**src/design/pms_pkg.sv**
```systemverilog
// ==========================================================
// shared constants for the power meter status map
// ==========================================================
package pms_pkg;

  // ==========================================================
  // measurand identifiers
  // ==========================================================
  localparam logic [5:0] ID_E_CONS = 6'h01; // consumer active energy
  localparam logic [5:0] ID_E_PROD = 6'h02; // producer active energy
  localparam logic [5:0] ID_FREQ = 6'h0c; // frequency, 16 bit
  localparam logic [5:0] ID_TEMP = 6'h0e; // temperature, 16 bit
  localparam logic [5:0] ID_V_L1 = 6'h12; // voltage l1
  localparam logic [5:0] ID_I_L1 = 6'h13; // current l1
  localparam logic [5:0] ID_PF_L1 = 6'h14; // cos phi l1
  localparam logic [5:0] ID_PH_STEP = 6'h08; // id distance between phases
  localparam logic [5:0] ID_OVF_CONS = 6'h27; // overflow of consumer counter
  localparam logic [5:0] ID_OVF_PROD = 6'h28; // overflow of producer counter
  localparam logic [5:0] ID_STATUS = 6'h29; // limit status word

  // ==========================================================
  // command codes and status word layout
  // ==========================================================
  localparam logic [7:0] CMD_ACK = 8'h04; // acknowledge limit status
  localparam logic [15:0] STATUS_RST = 16'h0100; // byte 1 bit 0 flags a reset
  localparam int BIT_TEMP_HI = 5; // temperature above limit
  localparam int BIT_FREQ_LO = 6; // frequency below limit
  localparam int BIT_TEMP_HI2 = 7; // second temperature flag
  localparam int BIT_RESET = 8; // module reset seen
  localparam int BIT_VLO [3] = '{15, 0, 1}; // voltage low, l1..l3
  localparam int BIT_VHI [3] = '{2, 3, 4}; // voltage high, l1..l3
  localparam int BIT_IHI [3] = '{9, 10, 11}; // current high, l1..l3
  localparam int BIT_PFLO [3] = '{12, 13, 14}; // power factor low, l1..l3

  // ==========================================================
  // dataset tag range and read framing
  // ==========================================================
  localparam logic [3:0] TAG_MIN = 4'h1; // first tag value
  localparam logic [3:0] TAG_MAX = 4'hf; // last tag before wrap
  localparam logic [2:0] LEN_NONE = 3'h0; // id not served

  // byte count of a measurand, zero for ids not served
  function automatic logic [2:0] id_len(input logic [5:0] id);
    logic [2:0] len;
    len = LEN_NONE;
    unique case (id)
      ID_E_CONS, ID_E_PROD, ID_OVF_CONS, ID_OVF_PROD: len = 3'h4;
      ID_V_L1, ID_V_L1 + ID_PH_STEP, ID_V_L1 + 6'h10: len = 3'h4;
      ID_I_L1, ID_I_L1 + ID_PH_STEP, ID_I_L1 + 6'h10: len = 3'h2;
      ID_PF_L1, ID_PF_L1 + ID_PH_STEP, ID_PF_L1 + 6'h10: len = 3'h1;
      ID_FREQ, ID_TEMP, ID_STATUS: len = 3'h2;
      default: len = LEN_NONE;
    endcase
    return len;
  endfunction : id_len

endpackage : pms_pkg

```
**src/design/pms_energy_acc.sv**
```systemverilog
`timescale 1ns/1ps
// ==========================================================
// energy counter with ratio prescaler and overflow count
// ==========================================================
module pms_energy_acc (
  // clock and reset
  input wire logic clk_sys_i,
  input wire logic rst_i,
  // energy input
  input wire logic step_i, // one pulse per metered watt-hour
  input wire logic [15:0] ratio_i, // transformer ratio, zero acts as one
  // results
  output logic [31:0] count_o, // scaled energy count
  output logic [31:0] ovf_o, // number of counter wraps
  output logic wrap_o // pulse, counter just wrapped
);

  // all state in one record
  typedef struct packed {
    logic [15:0] pre; // watt-hours since last count step
    logic [31:0] cnt; // energy count
    logic [31:0] ovf; // overflow count
    logic wrap; // wrap pulse
  } pms_acc_st_t;

  pms_acc_st_t st_r;
  pms_acc_st_t st_nxt;
  logic step_due; // prescaler reached the ratio

  // ==========================================================
  // next state
  // ==========================================================
  always_comb begin
    st_nxt = st_r;
    st_nxt.wrap = 1'b0;
    // a ratio of zero would never step, so treat it as one
    step_due = step_i && (st_r.pre + 16'h0001 >= ratio_i);
    if (step_i) begin
      st_nxt.pre = step_due ? 16'h0000 : st_r.pre + 16'h0001;
    end
    if (step_due) begin
      st_nxt.cnt = st_r.cnt + 32'h0000_0001;
      if (st_r.cnt == 32'hffff_ffff) begin
        st_nxt.ovf = st_r.ovf + 32'h0000_0001;
        st_nxt.wrap = 1'b1;
      end
    end
  end

  // state register
  always_ff @(posedge clk_sys_i or posedge rst_i) begin
    if (rst_i) begin
      st_r <= '0;
    end else begin
      st_r <= st_nxt;
    end
  end

  assign count_o = st_r.cnt;
  assign ovf_o = st_r.ovf;
  assign wrap_o = st_r.wrap;
endmodule : pms_energy_acc

```
**src/design/pms_status_map.sv**
```systemverilog
`timescale 1ns/1ps
// Function
// - two overflow counters count energy counter wraps
// - energy step equals one Wh times ratio
// - requester picks measured value by identifier
// - sixteen bit limit status readable as measurand
// - limits come from written parameter set
// - status updates when dataset tag advances
// - status bits stick until acknowledge command
// - status word sent high byte first
// - one means active, zero inactive
// - byte0 bits0-1: L2, L3 voltage low
// - byte0 bits2-4: L1-L3 voltage high
// - bit5 temp high, bit6 freq low, bit7 temp
// - byte1 bit0 set by every reset
// - command 0x04 clears byte1 bit0
// - byte1 bits1-3: L1-L3 current high
// - byte1 bits4-6: L1-L3 power factor low
// - byte1 bit7: L1 voltage low
// - dataset tag is four bits, 1 to 15
// - energy counter is 32 bit, wrap counted
module pms_status_map (
  // clock and reset
  input wire logic clk_sys_i,
  input wire logic rst_i,
  // new coherent measurement set
  input wire logic refresh_i, // pulse, a new data set is ready
  input wire logic [2:0][31:0] vrms_i, // rms voltage per phase, mV
  input wire logic [2:0][15:0] irms_i, // rms current per phase, mA
  input wire logic signed [2:0][7:0] pf_i, // cos phi per phase, 0.01
  input wire logic signed [15:0] temp_i, // temperature, 0.01 C
  input wire logic [15:0] freq_i, // frequency, 0.01 Hz
  input wire logic cons_wh_i, // pulse per consumed Wh
  input wire logic prod_wh_i, // pulse per produced Wh
  // parameter set from the controlling party
  input wire logic [31:0] rms_voltage_low_limit_i,
  input wire logic [31:0] rms_voltage_high_limit_i,
  input wire logic [15:0] rms_current_high_limit_i,
  input wire logic signed [7:0] power_factor_low_limit_i,
  input wire logic signed [15:0] temperature_high_limit_i,
  input wire logic [15:0] frequency_low_limit_i,
  input wire logic [15:0] transformer_ratio_i,
  // command from the controlling party
  input wire logic cmd_valid_i, // pulse, command code present
  input wire logic [7:0] cmd_code_i,
  // measurand read request
  input wire logic rd_i, // pulse, read the value named by rd_id_i
  input wire logic [5:0] rd_id_i,
  output logic rd_ready_o, // engine idle, a read would be taken now
  output logic rd_err_o, // pulse, identifier not served
  // byte stream of the answer
  output logic [7:0] tx_byte_o,
  output logic tx_valid_o,
  output logic tx_last_o,
  // status view
  output logic [3:0] dataset_sequence_tag_o,
  output logic [15:0] limit_violation_status_o
);

  // ==========================================================
  // state
  // ==========================================================
  // one-hot read engine; a request is taken only while idle
  typedef enum logic [1:0] {
    PMS_IDLE = 2'b01, // waiting for a read
    PMS_SEND = 2'b10 // shifting answer bytes out
  } pms_mode_t;

  typedef struct packed {
    pms_mode_t mode; // read engine state
    logic [15:0] status; // sticky limit flags
    logic [3:0] tag; // dataset sequence tag
    logic [31:0] shreg; // answer bytes, next one on top
    logic [2:0] left; // bytes still to send
    logic err; // unknown identifier pulse
  } pms_st_t;

  pms_st_t st_r;
  pms_st_t st_nxt;
  logic [15:0] viol; // limit violations of the present data set
  logic ack; // acknowledge command seen
  logic [31:0] value; // value of the requested identifier
  logic [2:0] len; // its byte count
  logic [1:0][31:0] e_cnt; // energy counts, consumer then producer
  logic [1:0][31:0] e_ovf; // their overflow counts
  logic [1:0] e_wh; // energy step inputs

  // ==========================================================
  // energy counters
  // ==========================================================
  assign e_wh = {prod_wh_i, cons_wh_i};

  generate
    for (genvar k = 0; k < 2; k++) begin : g_energy
      pms_energy_acc u_acc (
        .clk_sys_i(clk_sys_i),
        .rst_i(rst_i),
        .step_i(e_wh[k]),
        .ratio_i(transformer_ratio_i),
        .count_o(e_cnt[k]),
        .ovf_o(e_ovf[k]),
        .wrap_o()
      );
    end
  endgenerate

  // ==========================================================
  // limit comparison
  // ==========================================================
  // compares against live parameters; a write mid-set takes effect at the next refresh
  always_comb begin
    viol = '0;
    // a phase select drops the sign, so cos phi is re-signed before the compare
    for (int p = 0; p < 3; p++) begin
      viol[pms_pkg::BIT_VLO[p]] = vrms_i[p] < rms_voltage_low_limit_i;
      viol[pms_pkg::BIT_VHI[p]] = vrms_i[p] > rms_voltage_high_limit_i;
      viol[pms_pkg::BIT_IHI[p]] = irms_i[p] > rms_current_high_limit_i;
      viol[pms_pkg::BIT_PFLO[p]] = $signed(pf_i[p]) < power_factor_low_limit_i;
    end
    viol[pms_pkg::BIT_TEMP_HI] = temp_i > temperature_high_limit_i;
    viol[pms_pkg::BIT_FREQ_LO] = freq_i < frequency_low_limit_i;
    // the second temperature flag mirrors the first
    viol[pms_pkg::BIT_TEMP_HI2] = viol[pms_pkg::BIT_TEMP_HI];
  end

  assign ack = cmd_valid_i && (cmd_code_i == pms_pkg::CMD_ACK);

  // ==========================================================
  // measurand lookup
  // ==========================================================
  always_comb begin
    value = '0;
    len = pms_pkg::id_len(rd_id_i);
    unique case (rd_id_i)
      pms_pkg::ID_E_CONS: value = e_cnt[0];
      pms_pkg::ID_E_PROD: value = e_cnt[1];
      pms_pkg::ID_OVF_CONS: value = e_ovf[0];
      pms_pkg::ID_OVF_PROD: value = e_ovf[1];
      pms_pkg::ID_FREQ: value = {16'h0000, freq_i};
      pms_pkg::ID_TEMP: value = {16'h0000, temp_i};
      pms_pkg::ID_STATUS: value = {16'h0000, st_r.status};
      pms_pkg::ID_V_L1: value = vrms_i[0];
      pms_pkg::ID_V_L1 + pms_pkg::ID_PH_STEP: value = vrms_i[1];
      pms_pkg::ID_V_L1 + 6'h10: value = vrms_i[2];
      pms_pkg::ID_I_L1: value = {16'h0000, irms_i[0]};
      pms_pkg::ID_I_L1 + pms_pkg::ID_PH_STEP: value = {16'h0000, irms_i[1]};
      pms_pkg::ID_I_L1 + 6'h10: value = {16'h0000, irms_i[2]};
      pms_pkg::ID_PF_L1: value = {24'h000000, pf_i[0]};
      pms_pkg::ID_PF_L1 + pms_pkg::ID_PH_STEP: value = {24'h000000, pf_i[1]};
      pms_pkg::ID_PF_L1 + 6'h10: value = {24'h000000, pf_i[2]};
      default: value = '0;
    endcase
  end

  // ==========================================================
  // next state
  // ==========================================================
  always_comb begin
    st_nxt = st_r;
    st_nxt.err = 1'b0;
    // acknowledge first, so a violation in the same cycle survives
    if (ack) begin
      st_nxt.status = '0;
    end
    if (refresh_i) begin
      st_nxt.status = st_nxt.status | viol;
      // tag runs 1..15 and skips zero
      st_nxt.tag = (st_r.tag == pms_pkg::TAG_MAX) ? pms_pkg::TAG_MIN
                                                 : st_r.tag + 4'h1;
    end
    unique case (st_r.mode)
      PMS_IDLE: begin
        if (rd_i) begin
          if (len == pms_pkg::LEN_NONE) begin
            st_nxt.err = 1'b1;
          end else begin
            // left-align so the most significant byte leaves first
            st_nxt.shreg = value << (6'(4 - len) * 6'd8);
            st_nxt.left = len;
            st_nxt.mode = PMS_SEND;
          end
        end
      end
      PMS_SEND: begin
        st_nxt.shreg = {st_r.shreg[23:0], 8'h00};
        st_nxt.left = st_r.left - 3'h1;
        if (st_r.left == 3'h1) begin
          st_nxt.mode = PMS_IDLE;
        end
      end
    endcase
  end

  // state register; reset leaves the reset flag standing
  always_ff @(posedge clk_sys_i or posedge rst_i) begin
    if (rst_i) begin
      st_r.mode <= PMS_IDLE;
      st_r.status <= pms_pkg::STATUS_RST;
      st_r.tag <= pms_pkg::TAG_MIN;
      st_r.shreg <= '0;
      st_r.left <= '0;
      st_r.err <= 1'b0;
    end else begin
      st_r <= st_nxt;
    end
  end

  // ==========================================================
  // outputs
  // ==========================================================
  assign rd_ready_o = (st_r.mode == PMS_IDLE);
  assign rd_err_o = st_r.err;
  assign tx_byte_o = st_r.shreg[31:24];
  assign tx_valid_o = (st_r.mode == PMS_SEND);
  assign tx_last_o = (st_r.mode == PMS_SEND) && (st_r.left == 3'h1);
  assign dataset_sequence_tag_o = st_r.tag;
  assign limit_violation_status_o = st_r.status;
endmodule : pms_status_map

```
**config.mk**
```make
export PLATFORM = sky130hd
export DESIGN_NAME = pms_status_map
export DESIGN_NICKNAME = d
export VERILOG_FILES = /design/src/design/pms_pkg.sv /design/src/design/pms_energy_acc.sv /design/src/design/pms_status_map.sv
export SDC_FILE = /design/constraint.sdc
export NUM_CORES = 1
export LEC_CHECK = 0
export BUFFER_PORTS_ARGS = -buffer_cell sky130_fd_sc_hd__buf_2
export CAP_MARGIN = 30
export CORE_ASPECT_RATIO = 1.5
export CORE_MARGIN = 4
export CORE_UTILIZATION = 58
export CTS_CLUSTER_DIAMETER = 100
export DETAILED_ROUTE_END_ITERATION = 8
export GPL_TIMING_DRIVEN = 0
export PLACE_DENSITY = 0.83
export SLEW_MARGIN = 20
export SYNTH_ARGS = -nofsm -noshare
export SYNTH_HDL_FRONTEND = slang
export SYNTH_SLANG_ARGS = --single-unit
export TNS_END_PERCENT = 30
```
**constraint.sdc**
```tcl
create_clock -name clk_sys_i -period 6.8 [get_ports clk_sys_i]
set_clock_uncertainty 0.05 [all_clocks]
set_input_delay 0 -clock clk_sys_i [delete_from_list [all_inputs] [get_ports clk_sys_i]]
set_output_delay 0 -clock clk_sys_i [all_outputs]
set_load 0.03 [all_outputs]
```
==> results of run 1 <==
-- critical path: stages, from the launching register on --
cell and delay (ns):
dfrtp_1 0.44, and3_1 0.23, and3_1 0.16, clkbuf_1 0.25, and3_1 0.23, clkbuf_1 0.22, nand3_1 0.15, or3_1 0.38
xnor2_1 0.15, ha_1 0.30, nand4_1 0.14, nor3_1 0.23, o21ai_0 0.13, a21oi_1 0.55, o2111ai_2 0.42, buf_2 0.34
nor3_1 0.31, xor2_1 0.23
-- placed cells by master (no fill, tap or decap), drive strengths merged, types with 98 or more instances in the layout --
cell     n
buf    447
nand2  166
nand4   99
a21oi   98
ha     336
inv    184
nor2   120
a22oi  104
o21ai  129
dfrtp  215
-- through the flow --
stage / hold WS, ns / cells / TNS, ns / instance area [um2]
floorplan: 0.103 / 2398 / 0 / 20700
global placement: 0.262 / 3258 / -373.45 / 23200
detailed placement: 0.102 / 3261 / 0 / 23300
CTS: 0.00396 / 3338 / 0 / 24500
global route: 0.0450 / 3342 / 0 / 24600
finish: 0.0101 / 3348 / 0 / 24600
-- metal layers --
layer  GRT usage  share of wire  vias to the layer above  wire [um]
met5           0        0.00035                        -         36
met4       0.473           0.12                        6      12700
met3       0.152           0.12                      780      11900
met2       0.817           0.44                     2164      45300
met1       0.540           0.32                    11000      32300
li1            -              -                     9889          -
-- flip-flops by register name, indices dropped and copies added (netlist names) --
| name | cells |
|---|---|
| st_r | 29 |
| dataset_sequence_tag_o | 4 |
| g_energy.u_acc.count_o | 64 |
| rd_err_o | 1 |
| g_energy.u_acc.st_r | 32 |
| tx_byte_o | 8 |
| limit_violation_status_o | 16 |
| g_energy.u_acc.ovf_o | 64 |
-- report_power, final --
| group | internal, uW | leakage [uW] | total [uW] | switching (uW) |
|---|---|---|---|---|
| clock | 882 | 0.000433 | 1490 | 608 |
| combinational | 528 | 0.00916 | 1410 | 885 |
| sequential | 1390 | 0.00287 | 1500 | 116 |
-- cell type report --
cell class                 instances  area [um2]  area share
tap                              473         592      0.0241
multi-input combinational       1882       14000       0.570
clock inverter                    11         170     0.00693
antenna                            7        17.5    0.000713
sequential                       218        5460       0.222
clock buffer                      33         706      0.0287
buffer                           114         572      0.0233
inverter                         184         698      0.0284
timing repair buffer             426        2360      0.0961
-- kinds of logic (layout without fill, tap and decap cells) --
group / after synthesis / count (layout) / synth area share
and+or+nand+nor: 773 / 773 / 0.197
AOI/OAI and AO/OA: 611 / 611 / 0.205
adders and majority gates: 336 / 336 / 0.203
buffers and inverters: 298 / 768 / 0.0610
DFF: 218 / 218 / 0.264
xor gates and xnor gates: 151 / 151 / 0.0639
muxes: 11 / 11 / 0.00569
other: 0 / 7 / 0
-- worst max-delay path by stage --
stage | startpoint | end | slack, ns | cells after the start
after global placement | rst_i | g_energy[1].u_acc.st_r[79] | -1.76 | 2
final | g_energy[0].u_acc.st_r[67] | g_energy[0].u_acc.ovf_o[11] | 1.79 | 17
after floorplan | rst_i | dataset_sequence_tag_o[1] | 0.79 | 1
after CTS | g_energy[0].u_acc.st_r[67] | g_energy[0].u_acc.ovf_o[11] | 1.92 | 17
after global routing | g_energy[0].u_acc.st_r[67] | g_energy[0].u_acc.ovf_o[6] | 1.53 | 17
after detailed placement | g_energy[0].u_acc.st_r[67] | g_energy[0].u_acc.count_o[30] | 2.10 | 17
-- what timing repair did --
item                                   CTS  global route
gates resized for setup                  0             0
hold buffers                            33             0
endpoints found under the hold margin  122             0
setup buffers                            0             0
==> key figures, run 1 <==
GRT
  • GRT overflow: 0
  • Vias in the first global route: between 20,000 and 25,000
  • Initial antenna violation count: 10
  • Largest net degree at the start of global routing: ~90
  • Total track usage: 0.512
  • First-pass GRT wire length: 149,000 um

Logic synthesis
  • Synthesized Nets: between 3,000 and 4,000
  • Synth top area cells: dfrtp_1, ha_1, xor2_1, a22oi_1, inv_1
  • Mapped Area: roughly 21,000 um2
  • Ys Warns: 0
  • Number of synthesized flops with an enable pin: 0
  • #FFs+latches synth: 218
  • Top-area cell type share of the netlist area: 0.260
  • Syn avg cell area: 8.63 um2
  • Cell taking the most area after synthesis: dfrtp_1
  • Netlist cell types: 87
  • Post-synth top cells: ha_1, dfrtp_1, inv_1
  • Syn Inst Count: 2,398
  • Top FF cell, synth: dfrtp_1
  • Count leader, synth: ha_1
  • Share of the yosys chip area belonging to registers: 0.264
  • Async set or reset register ratio after synthesis: 1.00

Power
  • Tot Pwr: between 4000 and 5000 uW
  • Leak: 0.0125 uW
  • Max VDD drop: 233 uV
  • PD cells: approximately 180 nW/um2

Routing
  • Initial DRC Count: 3,279
  • Final WL: slightly above 100,000 um
  • Post-route antenna net violation count: 0
  • Vias/cell: 7.13
  • Vias: roughly 24,000
  • DRC: 0
  • Drt first pass iters: 9
  • WL per Instance: around 30 um

Setup path
  • R2r worst-path depth: 17
  • CP Data Arrival Time: 5.42 ns
  • Largest fanout on the critical path: 10
  • Setup CP Type: flop to flop
  • Critical Path RT: 7.21 ns
  • Critical R2R Launch: g_energy[0].u_acc.st_r[67]
  • Critical Path End Type: flop
  • R2R setup slack: 1.79 ns
  • CP Launch Type: flop
  • R2r endpoint: g_energy[0].u_acc.ovf_o[11]

Job
  • Max-Cap Viols: 0

Floorplanning
  • Core footprint: 35,100 um2
  • Initial Util: 0.589
  • Die H: 239 um
  • I/O pin count: between 300 and 400
  • Die area: 38,800 um2
  • Die W: about 160 um
  • Core Rows: 84

Clock tree
  • CTS root buffer: clkbuf_16
  • Clk Latency, worst-skew pair: 0.56 ns
  • CTS buffer count: 24
  • CTS tree: built
  • CTS H-tree lvls: 1
  • Maximum clock insertion buffer count: 3
  • Sink Count: 218
  • Reg clk slew, reported paths: 0.07 ns

Min path
  • Hold path startpoint: irms_i[21]
  • WHS Endpoint: st_r[9]
  • Tightest Hold Check Type: primary input to flop
  • Hold path depth: 5

Placement
  • Port Buffers: 387
  • Routability cong.: 1.09
  • Pre-CTS WS: 2.10 ns
  • DP HPWL: ~80,000 um

STA
  • Relative slew slack: 0.203
  • F_max: approximately 200 MHz
  • Unrepaired setup endpoints after global routing: no
  • Fin. Hold Viols: 0
  • Slew Viols, Final: 0
  • Tcrit/Tclk final: 0.736
  • Final Critical Period: 5.01 ns
  • # setup viols final: 0
  • Slew @ Worst Pin: around 1.2 ns
  • Worst setup margin: 1.79 ns

Layout
  • Filler Cell Count: approximately 2,700
  • Area growth, synth to finish: 18.8%
  • Final net count: 3,543
  • Fraction of layout cells with a size suffix above 1: 0.184
  • Final Util: 0.700

Run status
  • Status: complete, no violations
Note: power is estimated with default switching activity, not from simulation.
==> run 2: changes to the inputs <==
- CORE_UTILIZATION: 58 -> 52
- PLACE_DENSITY: 0.83 -> 0.79
- clock period: 6.8 -> 4.05 ns (I/O delays scaled with it)
==> run 2 against run 1 <==
- cell area up 1.8%
- combinational power up 69%
- routed wire length down 2.5%
- sequential share of layout area down 0.38 points
- critical path depth down 3
- die area up 11%
- largest power group unchanged
==> key figures, run 2 (synthesized netlist as in run 1, its figures left out) <==
Run status
  • Status: complete, no violations

Placement
  • Port Buffers: 387 (unchanged)
  • Pre-CTS WS: -0.609 ns (-2.71 ns)
  • DP HPWL: 81,200 um (+1.1%)
  • Routability cong.: 1.14 (+4.4%)

Layout
  • Commonest non-fill, non-tap cell in the layout: buf_2
  • Most frequent cells in the layout: buf_2, ha_1, dfrtp_1
  • Final net count: 3,559 (+0.45%)
  • Final Util: 0.636 (-0.0639)
  • Area growth, synth to finish: 20.9%
  • Fraction of layout cells with a size suffix above 1: 0.201 (+0.0170)

Setup path
  • CP bufs+invs: 1 (-2)
  • CP Capture Point: g_energy[0].u_acc.count_o[11]
  • Crit path depth: 14 (-3)
  • R2r endpoint: g_energy[0].u_acc.count_o[11]
  • Critical R2R Launch: g_energy[0].u_acc.st_r[65]
  • Setup CP Type: flop to flop
  • Critical Path RT: 4.41 ns (-2.80 ns)
  • Largest fanout on the critical path: 10 (unchanged)
  • Crit-path cells: ha_2 > nand3_2 > nor2_4 > and3_2 > nand3_1 > xnor2_1 > ha_1 > a21oi_1 > nand2_1 > a211o_1 > nor2_1 > clkbuf_1 > nor3_1 > xor2_1
  • Critical Path End Type: flop
  • Worst setup path start: g_energy[0].u_acc.st_r[65]
  • CP Data Arrival Time: 4.35 ns (-1.07 ns)
  • R2r worst-path depth: 14 (-3)
  • CP Launch Type: flop
  • Worst path top cell family by delay: simple AND/OR/NAND/NOR gates
  • Crit path largest cell delay: 0.48 ns (-0.07 ns)
  • Worst path slowest cell: clkbuf_1
  • R2R setup slack: 0.06 ns (-1.74 ns)

Routing
  • Vias: 22,900 (-4.2%)
  • Post-route antenna net violation count: 0 (unchanged)
  • Final WL: 99,600 um (-2.5%)
  • DRC: 0 (unchanged)
  • Vias/cell: 6.75 (-5.3%)
  • Drt first pass iters: 6 (-3)
  • WL per Instance: 29.4 um (-3.6%)
  • Initial DRC Count: 2,442 (-26%)

Floorplanning
  • Core Rows: 89 (+6.0%)
  • Die area: 43,100 um2 (+11%)
  • Core footprint: 39,300 um2 (+12%)
  • Die W: 171 um (+5.3%)
  • Initial Util: 0.526 (-0.0630)
  • I/O pin count: 389 (unchanged)
  • Die H: 252 um (+5.4%)

STA
  • Fin. Hold Viols: 0 (unchanged)
  • F_max: 250 MHz (+25%)
  • Final Critical Period: 3.99 ns (-1.01 ns)
  • # setup viols final: 0 (unchanged)
  • Fin Hold WS: 0.0117 ns (+0.00158 ns)
  • Slew Viols, Final: 0 (unchanged)
  • Tcrit/Tclk final: 0.986 (+0.250)
  • Relative slew slack: 0.312 (+0.108)
  • Worst setup margin: 0.0576 ns (-1.74 ns)
  • Slew @ Worst Pin: 1.03 ns (-0.150 ns)
  • Unrepaired setup endpoints after global routing: yes

Power
  • PD cells: 293 nW/um2 (+63%)
  • Leak: 0.0126 uW (+0.98%)
  • Max VDD drop: 374 uV (+60%)

GRT
  • GRT Max-Usage Layer: met2
  • Met1 GRT Util: 0.495 (-0.0450)
  • Met3 GRT Util: 0.0898 (-0.0620)
  • First-pass GRT wire length: 143,000 um (-4.2%)
  • Total track usage: 0.444 (-0.0679)
  • Met2 GRT Util: 0.742 (-0.0756)
  • GRT overflow: 0 (unchanged)
  • Initial antenna violation count: 4 (-6)
  • Vias in the first global route: 22,400 (-6.4%)
  • Largest net degree at the start of global routing: 34 (-62%)

Clock tree
  • Sink Count: 218 (unchanged)
  • Reg clk slew, reported paths: 0.07 ns (about the same)
  • CTS buffer count: 24 (unchanged)
  • CTS tree: built
  • CTS H-tree lvls: 1 (unchanged)
  • CTS root buffer: clkbuf_16
  • Maximum clock insertion buffer count: 3 (unchanged)
  • Clk Latency, worst-skew pair: 0.56 ns (about the same)

Min path
  • Tightest Hold Check Type: primary input to flop

Job
  • Max-Cap Viols: 0 (unchanged)
## run 2: worst register-to-register path: cells and delay by family, from the launching register on
kind,cells,cell delay (ns)
adders and majority gates,2,0.61
DFF,1,0.46
AOI/OAI and AO/OA,2,0.60
buffers and inverters,1,0.48
and+or+nand+nor,7,1.27
xor gates and xnor gates,2,0.37
## run 2: metal layers
| layer | routed length [um] | part of all wire | vias to the layer above |
|---|---|---|---|
| li1 | - | - | 9912 |
| met5 | 41 | 0.00041 | - |
| met1 | 33600 | 0.34 | 11000 |
| met2 | 46100 | 0.46 | 1446 |
| met3 | 9330 | 0.094 | 495 |
| met4 | 10500 | 0.11 | 6 |
## run 2: through the flow
step | std cells | setup TNS [ns] | area, um2 | power (uW)
2_1_floorplan | 2398 | 0 | 20700 | 3860
3_3_place_gp | 3285 | -109.65 | 23300 | 4700
3_5_place_dp | 3299 | -52.06 | 23500 | 4810
4_1_cts | 3382 | -0.226 | 24800 | 7240
5_1_grt | 3384 | -0.781 | 25000 | 7620
6_report | 3386 | 0 | 25000 | 7320
## run 2: worst min path at each step
stage                           from                         to  slack, ns  cells past startpoint
final                     vrms_i[43]                   st_r[15]       0.01                      5
after global routing      vrms_i[43]                   st_r[15]       0.03                      5
after CTS                 vrms_i[43]                   st_r[15]     0.0002                      5
after detailed placement       rst_i                   st_r[57]       0.02                      2
after global placement     refresh_i  dataset_sequence_tag_o[1]       0.27                      2
after floorplan                 rd_i                   rd_err_o       0.10                      1
## run 2: cell type report
type / instances / area, um2
diodes: 2 / 5.00
flip-flops and latches: 218 / 5460
clock inverters: 14 / 170
plain buffers: 110 / 577
multi-input cells: 1882 / 14200
repair buffers: 446 / 2610
clock buffers: 30 / 674
inverters: 184 / 694
well taps: 500 / 626
fillers: 3387 / 14300
## run 2: report_power, final
part | switching, uW | total [uW] | leakage [uW] | internal, uW
Sequential | 196 | 2530 | 0.00287 | 2330
Clock | 1020 | 2410 | 0.000404 | 1380
Combinational | 1470 | 2380 | 0.00931 | 908
Total | 2700 | 7320 | 0.0126 | 4620
## run 2: what timing repair did
action,CTS,global route
endpoints found under the setup margin,111,152
gates resized for setup,15,46
endpoints found under the hold margin,81,0
hold buffers,39,0
pin swaps,1,1
buffers inserted,2,1
